File: src/pkg/spf_defs.svh
// Purpose: constants of the status packet framer
// Assumes: included by the framer and its fifo
// Notes:   definitions only
`ifndef SPF_DEFS_SVH
`define SPF_DEFS_SVH

`define SPF_START_BYTE   8'h0A
`define SPF_PKT_LEN      5'd26
`define SPF_LAST_IDX     5'd25
`define SPF_IDX_START2   5'd1
`define SPF_IDX_STATE    5'd2
`define SPF_IDX_MODE     5'd3
`define SPF_IDX_DEC      5'd4
`define SPF_IDX_IOC      5'd5
// operating-state byte fields
`define SPF_ST_HOURS_RST 1
`define SPF_ST_ON        2
`define SPF_ST_TEC_SD    4
`define SPF_ST_REBOOT    5
`define SPF_ST_SAVED     6
`define SPF_ST_PORT_ON   7
// operating-mode byte fields
`define SPF_OM_SERIAL    1
`define SPF_OM_REMOTE    3
`define SPF_OM_TEC_SD    4
`define SPF_OM_RX_DATA   6
// decoder byte field positions
`define SPF_DEC_LIM_LSB  0
`define SPF_DEC_SP_LSB   2
`define SPF_DEC_TEMP_LSB 5
// legal source codes
`define SPF_SRC2_SERIAL  2'h0
`define SPF_SRC2_MEMORY  2'h1
`define SPF_SRC2_PORT    2'h2
`define SPF_SRC3_SERIAL  3'h0
`define SPF_SRC3_MEMORY  3'h1
`define SPF_SRC3_PORT    3'h2
`define SPF_SRC3_PANEL   3'h4
`define SPF_FIFO_DEPTH   16

`endif

File: src/pkg/spf_pkg.sv
// Purpose: types of the status packet framer
// Assumes: nothing
// Notes:   constants live in spf_defs.svh
package spf_pkg;

  typedef enum logic [3:0] {
    SPF_IDLE  = 4'b0001,
    SPF_SNAP  = 4'b0010,
    SPF_EMIT  = 4'b0100,
    SPF_DRAIN = 4'b1000
  } spf_state_t;

  typedef enum logic [1:0] {
    SPF_PKT_ONE   = 2'h0,
    SPF_PKT_TWO   = 2'h1,
    SPF_PKT_THREE = 2'h2
  } spf_pkt_t;

endpackage

File: src/spf_framer.sv
// Purpose: builds the 26-byte status packets one, two, three in a cycle
// Assumes: status inputs come from logic on core_clk; body bytes are
//          looked up outside from body_pkt_q and body_idx_q in the same cycle
// Notes:   header bytes are frozen at the start of each packet
`timescale 1ns/1ps
`include "spf_defs.svh"
module spf_framer
  import spf_pkg::*;
#(
  parameter int FIFO_DEPTH = `SPF_FIFO_DEPTH
) (
  // clock and reset
  input  wire logic       core_clk,
  input  wire logic       rstn,
  // control
  input  wire logic       framer_enable,
  // operating state
  input  wire logic       hours_reset,
  input  wire logic       system_on,
  input  wire logic       tec_shutdown,
  input  wire logic       reboot_triggered,
  input  wire logic       data_saved,
  input  wire logic       control_port_on_signal,
  // operating mode
  input  wire logic       serial_control,
  input  wire logic       remote_mode,
  input  wire logic       serial_data_received,
  // data sources
  input  wire logic [1:0] limit_src,
  input  wire logic [2:0] setpoint_src,
  input  wire logic [2:0] temp_src,
  input  wire logic [7:0] io_control_byte,
  // packet body lookup
  output logic [1:0]      body_pkt_q,
  output logic [4:0]      body_idx_q,
  input  wire logic [7:0] body_byte,
  // serial transmitter side
  output logic [7:0]      tx_data_q,
  output logic            tx_valid_q,
  input  wire logic       tx_ready,
  // status
  output logic            decoder_fault_flag_q,
  output logic            busy_q
);
  if (FIFO_DEPTH < 2) begin : g_bad_depth
    $error("spf_framer: fifo depth too small");
  end

  ////////////////////////////////////////////////////////////////////////////
  // snapshot of the header
  logic [7:0] operating_state_byte_q, operating_state_byte_d;
  logic [7:0] operating_mode_byte_q, operating_mode_byte_d;
  logic [7:0] source_decoder_byte_q, source_decoder_byte_d;
  logic [7:0] ioc_q, ioc_d;
  logic [7:0] live_state, live_mode, live_dec;
  logic       fault_d;

  always_comb begin
    live_state = 8'h00;
    live_state[`SPF_ST_HOURS_RST] = hours_reset;
    live_state[`SPF_ST_ON]        = system_on;
    live_state[`SPF_ST_TEC_SD]    = tec_shutdown;
    live_state[`SPF_ST_REBOOT]    = reboot_triggered;
    live_state[`SPF_ST_SAVED]     = data_saved;
    live_state[`SPF_ST_PORT_ON]   = control_port_on_signal;
    live_mode = 8'h00;
    live_mode[`SPF_OM_SERIAL]  = serial_control;
    live_mode[`SPF_OM_REMOTE]  = remote_mode;
    live_mode[`SPF_OM_TEC_SD]  = tec_shutdown;
    live_mode[`SPF_OM_RX_DATA] = serial_data_received;
    live_dec = {temp_src, setpoint_src, limit_src};
    // codes outside the defined set are still passed on so software can see them
    fault_d = (limit_src != `SPF_SRC2_SERIAL && limit_src != `SPF_SRC2_MEMORY
               && limit_src != `SPF_SRC2_PORT)
           || (setpoint_src != `SPF_SRC3_SERIAL && setpoint_src != `SPF_SRC3_MEMORY
               && setpoint_src != `SPF_SRC3_PORT && setpoint_src != `SPF_SRC3_PANEL)
           || (temp_src != `SPF_SRC3_SERIAL && temp_src != `SPF_SRC3_MEMORY
               && temp_src != `SPF_SRC3_PORT && temp_src != `SPF_SRC3_PANEL);
  end

  ////////////////////////////////////////////////////////////////////////////
  // sequencer
  spf_state_t st_q, st_d;
  logic [4:0] idx_q, idx_d;
  logic [1:0] pkt_q, pkt_d;
  logic       busy_d;
  logic [7:0] byte_mux;
  logic       push, fifo_in_ready, fifo_empty;

  always_comb begin
    if (idx_q <= `SPF_IDX_START2) begin
      byte_mux = `SPF_START_BYTE;
    end else if (idx_q == `SPF_IDX_STATE) begin
      byte_mux = operating_state_byte_q;
    end else if (idx_q == `SPF_IDX_MODE) begin
      byte_mux = operating_mode_byte_q;
    end else if (idx_q == `SPF_IDX_DEC) begin
      byte_mux = source_decoder_byte_q;
    end else if (idx_q == `SPF_IDX_IOC) begin
      byte_mux = ioc_q;
    end else begin
      byte_mux = body_byte;
    end
  end

  assign push = (st_q == SPF_EMIT) && fifo_in_ready;

  always_comb begin
    st_d                   = st_q;
    idx_d                  = idx_q;
    pkt_d                  = pkt_q;
    operating_state_byte_d = operating_state_byte_q;
    operating_mode_byte_d  = operating_mode_byte_q;
    source_decoder_byte_d  = source_decoder_byte_q;
    ioc_d                  = ioc_q;
    case (st_q)
      SPF_IDLE: begin
        if (framer_enable && fifo_empty) begin
          st_d = SPF_SNAP;
        end
      end
      SPF_SNAP: begin
        operating_state_byte_d = live_state;
        operating_mode_byte_d  = live_mode;
        source_decoder_byte_d  = live_dec;
        ioc_d                  = io_control_byte;
        idx_d                  = 5'd0;
        st_d                   = SPF_EMIT;
      end
      SPF_EMIT: begin
        if (push) begin
          if (idx_q == `SPF_LAST_IDX) begin
            st_d = SPF_DRAIN;
          end else begin
            idx_d = idx_q + 5'd1;
          end
        end
      end
      SPF_DRAIN: begin
        // wait until the transmitter has taken every byte of this packet
        if (fifo_empty) begin
          st_d  = SPF_IDLE;
          idx_d = 5'd0;
          pkt_d = (pkt_q == SPF_PKT_THREE) ? SPF_PKT_ONE : pkt_q + 2'd1;
        end
      end
      default: begin
        st_d = SPF_IDLE;
      end
    endcase
    busy_d = (st_d != SPF_IDLE);
  end

  always_ff @(posedge core_clk) begin
    if (!rstn) begin
      st_q                   <= SPF_IDLE;
      idx_q                  <= 5'd0;
      pkt_q                  <= SPF_PKT_ONE;
      operating_state_byte_q <= 8'h00;
      operating_mode_byte_q  <= 8'h00;
      source_decoder_byte_q  <= 8'h00;
      ioc_q                  <= 8'h00;
      decoder_fault_flag_q   <= 1'b0;
      busy_q                 <= 1'b0;
      body_idx_q             <= 5'd0;
      body_pkt_q             <= SPF_PKT_ONE;
    end else begin
      st_q                   <= st_d;
      idx_q                  <= idx_d;
      pkt_q                  <= pkt_d;
      operating_state_byte_q <= operating_state_byte_d;
      operating_mode_byte_q  <= operating_mode_byte_d;
      source_decoder_byte_q  <= source_decoder_byte_d;
      ioc_q                  <= ioc_d;
      decoder_fault_flag_q   <= fault_d;
      busy_q                 <= busy_d;
      body_idx_q             <= idx_d;
      body_pkt_q             <= pkt_d;
    end
  end

  ////////////////////////////////////////////////////////////////////////////
  // output buffer
  spf_fifo #(
    .WIDTH (8),
    .DEPTH (FIFO_DEPTH)
  ) u_fifo (
    .core_clk    (core_clk),
    .rstn        (rstn),
    .in_valid    (st_q == SPF_EMIT),
    .in_data     (byte_mux),
    .in_ready    (fifo_in_ready),
    .out_valid_q (tx_valid_q),
    .out_data_q  (tx_data_q),
    .out_ready   (tx_ready),
    .empty_all   (fifo_empty)
  );

  ////////////////////////////////////////////////////////////////////////////
  // checks
  AST_START_BYTES: assert property (@(posedge core_clk) disable iff (!rstn)
    push && idx_q <= 5'd1 |-> byte_mux == 8'h0A)
    else $error("start byte wrong");
  AST_START_VALUE: assert property (@(posedge core_clk) disable iff (!rstn)
    push && idx_q == 5'd0 |-> ##[1:40] (push && idx_q == 5'd1 && byte_mux == 8'h0A))
    else $error("second start byte missing");
  AST_STATE_BYTE: assert property (@(posedge core_clk) disable iff (!rstn)
    push && idx_q == 5'd2 |-> (byte_mux & 8'h09) == 8'h00
      && byte_mux[7] == operating_state_byte_q[7])
    else $error("state byte unused bits set");
  AST_STATE_SNAP: assert property (@(posedge core_clk) disable iff (!rstn)
    st_q == SPF_SNAP |=> operating_state_byte_q == $past(live_state)
      && operating_state_byte_q[4] == $past(tec_shutdown))
    else $error("state byte not sampled");
  AST_MODE_BYTE: assert property (@(posedge core_clk) disable iff (!rstn)
    push && idx_q == 5'd3 |-> (byte_mux & 8'hA5) == 8'h00)
    else $error("mode byte unused bits set");
  AST_DEC_FIELDS: assert property (@(posedge core_clk) disable iff (!rstn)
    st_q == SPF_SNAP |=> source_decoder_byte_q[1:0] == $past(limit_src)
      && source_decoder_byte_q[4:2] == $past(setpoint_src))
    else $error("decoder fields wrong");
  AST_DEC_FAULT: assert property (@(posedge core_clk) disable iff (!rstn)
    (setpoint_src == 3'h3 || limit_src == 2'h3) |=> decoder_fault_flag_q)
    else $error("decoder fault not flagged");
  AST_LENGTH: assert property (@(posedge core_clk) disable iff (!rstn)
    push && idx_q == 5'd25 |=> st_q == SPF_DRAIN)
    else $error("packet length not 26");
  AST_NO_OVERLAP: assert property (@(posedge core_clk) disable iff (!rstn)
    st_q == SPF_SNAP |-> $past(fifo_empty))
    else $error("packet started before drain");
  AST_CYCLE: assert property (@(posedge core_clk) disable iff (!rstn)
    st_q == SPF_DRAIN && fifo_empty && pkt_q == 2'h2 |=> pkt_q == 2'h0)
    else $error("packet cycle wrong");

endmodule

File: src/spf_fifo.sv
// Purpose: byte fifo between framer and serial transmitter
// Assumes: single clock, synchronous active-low reset
// Notes:   read data sit in an output register, so the sink sees a flop
`timescale 1ns/1ps
`include "spf_defs.svh"
module spf_fifo
  import spf_pkg::*;
#(
  parameter int WIDTH = 8,
  parameter int DEPTH = `SPF_FIFO_DEPTH
) (
  // clock and reset
  input  wire logic             core_clk,
  input  wire logic             rstn,
  // fill side
  input  wire logic             in_valid,
  input  wire logic [WIDTH-1:0] in_data,
  output logic                  in_ready,
  // drain side
  output logic                  out_valid_q,
  output logic [WIDTH-1:0]      out_data_q,
  input  wire logic             out_ready,
  // status
  output logic                  empty_all
);
  localparam int AW = $clog2(DEPTH);

  // pointers wrap freely, so only power-of-two depths are served
  if (DEPTH < 2 || (1 << AW) != DEPTH || WIDTH < 1) begin : g_bad_depth
    $error("spf_fifo: depth must be a power of two of at least 2");
  end

  logic [WIDTH-1:0] mem_q [DEPTH];
  logic [AW-1:0]    wr_q, wr_d, rd_q, rd_d;
  logic [AW:0]      cnt_q, cnt_d;
  logic             ov_d;
  logic [WIDTH-1:0] od_d;
  logic             push, pop;

  assign in_ready  = (cnt_q != DEPTH[AW:0]);
  assign push      = in_valid && in_ready;
  // pop from storage whenever the output register is free or being taken
  assign pop       = (cnt_q != '0) && (!out_valid_q || out_ready);
  assign empty_all = (cnt_q == '0) && !out_valid_q;

  always_comb begin
    wr_d  = push ? wr_q + 1'b1 : wr_q;
    rd_d  = pop ? rd_q + 1'b1 : rd_q;
    cnt_d = cnt_q + {{AW{1'b0}}, push} - {{AW{1'b0}}, pop};
    ov_d  = pop ? 1'b1 : (out_ready ? 1'b0 : out_valid_q);
    od_d  = pop ? mem_q[rd_q] : out_data_q;
  end

  always_ff @(posedge core_clk) begin
    if (!rstn) begin
      wr_q        <= '0;
      rd_q        <= '0;
      cnt_q       <= '0;
      out_valid_q <= 1'b0;
      out_data_q  <= '0;
    end else begin
      wr_q        <= wr_d;
      rd_q        <= rd_d;
      cnt_q       <= cnt_d;
      out_valid_q <= ov_d;
      out_data_q  <= od_d;
    end
  end

  always_ff @(posedge core_clk) begin
    if (push) begin
      mem_q[wr_q] <= in_data;
    end
  end

  AST_FIFO_HOLD: assert property (@(posedge core_clk) disable iff (!rstn)
    out_valid_q && !out_ready |=> out_valid_q && $stable(out_data_q))
    else $error("fifo output changed while stalled");
  AST_FIFO_CNT: assert property (@(posedge core_clk) disable iff (!rstn)
    cnt_q <= DEPTH[AW:0])
    else $error("fifo count beyond depth");

endmodule

File: config.mk
export PLATFORM = sky130hd
export DESIGN_NAME = spf_framer
export DESIGN_NICKNAME = d
export VERILOG_FILES = /design/src/pkg/spf_pkg.sv /design/src/spf_framer.sv /design/src/spf_fifo.sv
export VERILOG_INCLUDE_DIRS = /design/src /design/src/pkg
export SDC_FILE = /design/constraint.sdc
export NUM_CORES = 1
export LEC_CHECK = 0
export BUFFER_PORTS_ARGS = -buffer_cell sky130_fd_sc_hd__buf_2
export CORE_MARGIN = 4
export CORE_UTILIZATION = 58
export CTS_BUF_LIST = sky130_fd_sc_hd__clkbuf_8
export CTS_CLUSTER_DIAMETER = 60
export DETAILED_ROUTE_END_ITERATION = 12
export GPL_ROUTABILITY_DRIVEN = 0
export PLACE_DENSITY = 0.79
export SLEW_MARGIN = 20
export SYNTH_ARGS = -nofsm -noshare
export SYNTH_HDL_FRONTEND = slang
export SYNTH_SLANG_ARGS = --single-unit
File: constraint.sdc
create_clock -name core_clk -period 4 [get_ports core_clk]
set_clock_uncertainty 0.05 [all_clocks]
set_input_delay 0.4 -clock core_clk [delete_from_list [all_inputs] [get_ports core_clk]]
set_output_delay 0.4 -clock core_clk [all_outputs]
set_load 0.005 [all_outputs]
**After elaboration in Yosys (flattened, before gate mapping)**

Memory sizes are Yosys's and may differ from the RTL's. A register that Yosys moved wholly into a read port is not among the register bits.
Index checks and enable logic that the tools add are counted.

- $lt $le $gt $ge: 1
- Multiplexer cells: 19
- Add/sub/neg operators: 6
- Reduce and logical (&&, ||, !) cells: 26
- Equality and inequality tests: 23

Operators with widths:

| cell | number |
|---|---|
| 8-bit 2-to-1 mux | 5 |
| 4-bit 2-to-1 mux | 4 |
| 4-bit one-hot mux with 4 select lines | 1 |
| 5-bit 2-to-1 mux | 3 |
| 5-bit one-hot mux with 3 select lines | 1 |
| 1-bit logical AND | 12 |
| 5-bit by 2-bit equality test with 1-bit output (second input constant) | 2 |
| 5-bit by 3-bit equality test with 1-bit output (second input constant) | 2 |
| 3-bit nonzero test | 3 |
| 4-bit by 1-bit adder with 4-bit output (second input constant) | 2 |
| 2-bit != test (second input constant) | 4 |
| 3-bit by 1-bit != test with 1-bit output (second input constant) | 2 |
| 3-bit by 2-bit != test with 1-bit output (second input constant) | 2 |
| 3-bit != test (second input constant) | 2 |
| 5-bit by 1-bit adder with 5-bit output | 1 |
| 5-bit by 1-bit adder with 5-bit output (second input constant) | 1 |
| 5-bit equality test (second input constant) | 1 |
| 5-bit by 1-bit less-or-equal comparator with 1-bit output (second input constant) | 1 |
| 5-bit zero test | 1 |
| 5-bit != test (second input constant) | 1 |
| 5-bit nonzero test | 1 |
| 5-bit by 1-bit subtractor with 5-bit output | 1 |
| 4-bit by 1-bit equality test with 1-bit output (second input constant) | 1 |
| 4-bit by 2-bit equality test with 1-bit output (second input constant) | 1 |
| other kinds (13) | 20 |

- Output and inout bits: 18
- Logic and storage cells: 89
- Memory bits (writable): 128
- Memories kept: 1
- Register bits after elaboration: 53
- Input bits: 37

Memories:

| name | words | bits a word | read ports | clocked after memory_dff | wr ports | RTL line | text |
|---|---|---|---|---|---|---|---|
| u_fifo.mem_q | 16 | 8 | 1 | 1 | 1 | spf_fifo.sv:33 | `logic [WIDTH-1:0] mem_q [DEPTH];` |

**Longest topological paths before layout**

- Word-level depth: 6
- Gate-level depth with buffers: 13
- Mapped depth without buffers: 13

**Cells and area by module**

A second synthesis with hierarchy kept.

- Cells, all modules: 569
- Area total of the unflattened synthesis: 8157.8 um^2

By module, submodules not included:

| module | area an instance (um^2) | seq. area each (um^2) | cells an instance | times used |
|---|---|---|---|---|
| spf_fifo | 6132.1 | 4284.1 | 322 | 1 |
| spf_framer | 2025.7 | 760.7 | 247 | 1 |

**Worst setup path after synthesis**

No wires, ideal clock.

- Path kind: reg-to-reg
- Start point: register idx_q[0]
- End point: memory u_fifo.mem_q[0][0], data pin
- Path slack: 0.639 ns
- Period minus slack after synthesis: 3.361 ns
- Arrival time: 2.821 ns
- Buffers on the path: 2
- Cell stages (with the launch flop): 8
- Data required time: 3.460 ns
- Library setup time: 0.490 ns
- Cells stage by stage: dfxtp_1 -> inv_1 -> ha_1 -> nand4bb_1 -> clkbuf_1 -> buf_2 -> nor2_1 -> a2111oi_0

- Longest elaborated chain between the ends: 6
- Elaborated cells on any way between the ends: 10
- Classes of those cells: 1 x order compare; 4 x eq/ne; 5 x mux

Ends and longest elaborated chain:

| item | RTL line | text |
|---|---|---|
| start: declaration | spf_framer.sv:84 | `logic [4:0] idx_q, idx_d;` |
| start signal: assignment | spf_framer.sv:169 | `idx_q <= idx_d;` |
| 5-bit by 3-bit equality test with 1-bit output (no line) | - |  |
| 8-bit 2-to-1 mux | spf_framer.sv:99 | `` end else if (idx_q == `SPF_IDX_IOC) begin `` |
| 8-bit 2-to-1 mux | spf_framer.sv:97 | `` end else if (idx_q == `SPF_IDX_DEC) begin `` |
| 8-bit 2-to-1 mux | spf_framer.sv:95 | `` end else if (idx_q == `SPF_IDX_MODE) begin `` |
| 8-bit 2-to-1 mux | spf_framer.sv:93 | `` end else if (idx_q == `SPF_IDX_STATE) begin `` |
| 8-bit 2-to-1 mux (*) | spf_framer.sv:91 | `` if (idx_q <= `SPF_IDX_START2) begin `` |
| via byte_mux[0] | spf_framer.sv:87 | `logic [7:0] byte_mux;` |
| end: declaration | spf_fifo.sv:33 |  |

The timed path passes the listed nets; every way through them passes the cells marked *.

**Worst setup path in the final report**

- Start point: register u_fifo.cnt_q[3]
- End point: register u_fifo.cnt_q[4]

- Longest elaborated chain between the ends: 4
- Elaborated cells on any way between the ends: 6
- Classes of those cells: 2 x add/sub; 1 x eq/ne; 3 x reduce/logical

Ends and longest elaborated chain:

| item | RTL line | text |
|---|---|---|
| start: declaration | spf_fifo.sv:35 | `logic [AW:0] cnt_q, cnt_d;` |
| start signal: assignment | spf_fifo.sv:64 | `cnt_q <= cnt_d;` |
| 5-bit != test | spf_fifo.sv:40 | `assign in_ready = (cnt_q != DEPTH[AW:0]);` |
| 1-bit logical AND | spf_fifo.sv:41 | `assign push = in_valid && in_ready;` |
| 5-bit by 1-bit adder with 5-bit output | spf_fifo.sv:49 | `cnt_d = cnt_q + {{AW{1'b0}}, push} - {{AW{1'b0}}, pop};` |
| 5-bit by 1-bit subtractor with 5-bit output (*) | spf_fifo.sv:49 |  |

Mark *: on every way between the ends. The rest lies on a longest branch, timed or not.
A chain may end at the register's enable or synchronous reset.

==> results.cfg <==
[drt]
route.final.wire_length_um = 15240
ant_nets = 0
vias_per_cell = 5.893
first_iter_violations = 362
route.detailed.wl_per_inst_um = 19.02
detailroute.via_count = 4720
remaining_drc_errors = 0
detail_route.first_pass.iterations = 7

[worst_hold_path]
hp-start = io_control_byte[1]
timing.hold.worst_path_depth = 3
hp-class = input port to flip-flop
end_point_of_the_worst_hold_path = ioc_q[1]

[setup_path]
r2r-end = u_fifo.cnt_q[4]
critical_path.cell_chain = inv_1 > ha_1 > or4b_1 > nand2_1 > buf_4 > inv_2 > ha_1 > inv_1 > ha_1 > fa_1 > a21oi_1 > nor2_1 > or3_1 > and3_1
startpoint_type = flip-flop
delay_of_the_slowest_cell_on_the_worst_path_ps = 560
path_max_fanout = 13
crit_family = simple AND/OR/NAND/NOR gates
setup.worst_path.class = flip-flop to flip-flop
critical_path_buf_inv_count = 4
crit_path_end_kind = flip-flop
worst-endpoint-required_ps = 4310
worstRegToRegCells = 14
worst-endpoint-arrival_ps = 3610
timing.rr.start = u_fifo.cnt_q[3]
slowest_cp_cell = or4b_1
cp_common_cell = ha_1
slack_of_the_worst_reg_to_reg_path_ps = 700

[global_routing]
globalRoute.busiestLayer = met2
grt_pass1_vias = 4832
grt_util_met2_pct = 34.58
number_of_antenna_violations_at_the_first_check_in_global_routing = 0
grt_max_degree = 38
grt_util_all_layers_pct = 20.42
grt.met3_usage_pct = 4.776
grt_first_pass_wirelength_um = 25140
globalRouteOverflowTotal = 0
met1_usage_grt_pct = 26.09

[floorplanning]
die_y_um = 125.2
die_width_um = 125.2
core.rowCount = 42
start_util_pct = 59.64
die_area_um2 = 15660
floorplan.core_area_um2 = 13350
io_pins = 55

[yosys]
postSynthRegisterBits = 188
syn-instance-count = 560
synth-compound-area-share_pct = 7.513
post-synth-top-area-fraction_pct = 48.29
synth_warnings = 0
synth_fp_nets = 613
synth.cell_area_um2 = 7960
synth_enable_flop_cells = 128
synth_sequential_area_ratio_pct = 63.38
synth_top_flop_cell = edfxtp_1
synth.lib_cells_used.distinct = 63
yosys.area.top_type = edfxtp_1
post_synth.cell_area_avg_um2 = 14.21
synth_area_leaders = edfxtp_1, dfxtp_1, mux4_2, nand2_1, mux2i_1
muxShareOfSynthArea_pct = 12.20
async_flop_share_pct = 0
synth_simple_gate_area_share_pct = 10.67
synth_top_family_by_area = multiplexers
synth_xor_xnor_area_share_pct = 0.9903
synth_adder_area_share_pct = 2.861

[sta]
finalSetupTns_ps = 0
rsz_0062_raised_after_global_routing = no
final_hold_viol_count = 0
fmaxAchievable_mhz = 302.6
final-setup-viol-count = 0
post-route-min-period_ps = 3304
slew_margin_rel_pct = 33.46
maxSlewViolCount = 0
worst_margin_slew_ps = 998.1
fin_crit_sh_pct = 82.61

[place]
placed_instances = 768
io_buffers = 54
dp.final_hpwl_um = 10660
post_dp_cell_area_um2 = 8423

[cts]
cts_repair_resize_count = 0
cts_tree = built
clk_path_buf_depth = 2
tritoncts_num_sinks = 188
clock-root-buffer = clkbuf_8
cts-htree-levels = 4
postCtsSetupBuffers = 0
clk_pin_slew_ps = 90
clk_latency_ps = 470
cts_hold_buffers = 0
tritoncts.num_buffers = 17

[layout]
post_route_cells_drive_above_1_share_pct = 23.68
stdcell_area_um2 = 8847
final-instance-count-excl-fill = 801
insertedDiodeCount = 0
final_cell_mix = edfxtp_1, nand2_1, dfxtp_1
nNetsFinal = 665
area_growth_pct = 11.14
final.fill_count = 965
mostFrequentLayoutCell = edfxtp_1

[power_and_ir_drop]
worst_supply_voltage_drop_on_vdd_uv = 274.8
p_per_area_nw_per_um2 = 469.7
leakage_power_of_the_design_nw = 3.259
report.power.total_w = 0.004156

[run_status]
run_status = finished, final reports clean

[run]
max_cap_viol_count = 0
## routing by layer
metal / routed length, um / up-vias
met4: 336 / 0
met2: 7846 / 118
met5: 0 / -
met3: 706 / 30
li1: - / 2225
met1: 6347 / 2347
## layout make-up
class	count	area [um^2]	area share (%)
Clock inverter	15	161.4	1.824
Multi-Input combinational cell	327	2778	31.40
Tap cell	176	220.2	2.489
Clock buffer	17	234.0	2.645
Sequential cell	188	5046	57.04
Inverter	13	48.80	0.5515
Timing Repair Buffer	65	359.1	4.059
## Yosys cell counts (3+ instances only)
| master | number |
|---|---|
| mux4_2 | 32 |
| o21ai_0 | 4 |
| and2_1 | 12 |
| nor3_1 | 7 |
| nand3_1 | 16 |
| nand2_1 | 76 |
| buf_2 | 13 |
| a21boi_1 | 27 |
| xor2_1 | 3 |
| ha_1 | 15 |
| o221ai_1 | 8 |
| a211o_1 | 6 |
| nor4b_2 | 3 |
| a21oi_1 | 6 |
| edfxtp_1 | 128 |
| dfxtp_1 | 60 |
| inv_1 | 12 |
| nand2b_1 | 3 |
| mux2i_1 | 25 |
| buf_1 | 3 |
| a21boi_0 | 6 |
| xnor2_1 | 6 |
| or3_1 | 4 |
| nor2_1 | 24 |
| clkbuf_1 | 14 |
## tightest hold or removal path, delay by kind of cell
kind	cells	cell delay, ps
AO/OA/AOI/OAI	1	40
buffers and inverters	1	100
AND/OR/NAND/NOR	1	40
## worst max-delay path by stage
| stage | startpoint | endpoint | slack (ps) | cells after the start |
|---|---|---|---|---|
| floorplan | idx_q[0] | u_fifo.mem_q[0][0] | 640 | 7 |
| global placement | u_fifo.cnt_q[3] | u_fifo.cnt_q[4] | 790 | 14 |
| detailed placement | u_fifo.cnt_q[3] | u_fifo.cnt_q[4] | 700 | 14 |
| CTS | u_fifo.cnt_q[2] | u_fifo.cnt_q[4] | 680 | 14 |
| global route | u_fifo.cnt_q[2] | u_fifo.cnt_q[4] | 480 | 14 |
| finish | u_fifo.cnt_q[3] | u_fifo.cnt_q[4] | 700 | 14 |
## through the flow
step	util [%]	worst slack (ps)	hold WS (ps)
final	66.28	695.7	110.6
after global routing	66.28	484.3	97.37
after CTS	66.07	680.8	93.20
after detailed placement	63.10	702.1	397.1
after global placement	63.10	790.0	393.5
after floorplan	-	639.1	384.7
## cell families after synthesis
| family | Yosys count |
|---|---|
| AND/OR/NAND/NOR | 166 |
| adder cells (fa/ha/maj) | 18 |
| XOR/XNOR | 9 |
| AO/OA/AOI/OAI | 77 |
| flip-flops | 188 |
| multiplexers | 57 |
| buffers and inverters | 45 |
## report_power, final
part           total [W]  switching [W]  internal (W)
Sequential       0.00225       0.000129       0.00212
Clock            0.00125       0.000681      0.000567
Combinational   0.000655       0.000315      0.000341
Total            0.00416        0.00112       0.00303
## state kept, by name (all words and copies together), names as in the netlist, 2 cells and up
signal,count
source_decoder_byte_q,8
u_fifo.out_data_q,8
u_fifo.cnt_q,5
operating_mode_byte_q,4
st_q,4
u_fifo.wr_q,4
pkt_q,2
operating_state_byte_q,5
u_fifo.rd_q,4
u_fifo.mem_q,128
idx_q,5
ioc_q,8
Note: power is estimated with default switching activity, not from simulation.
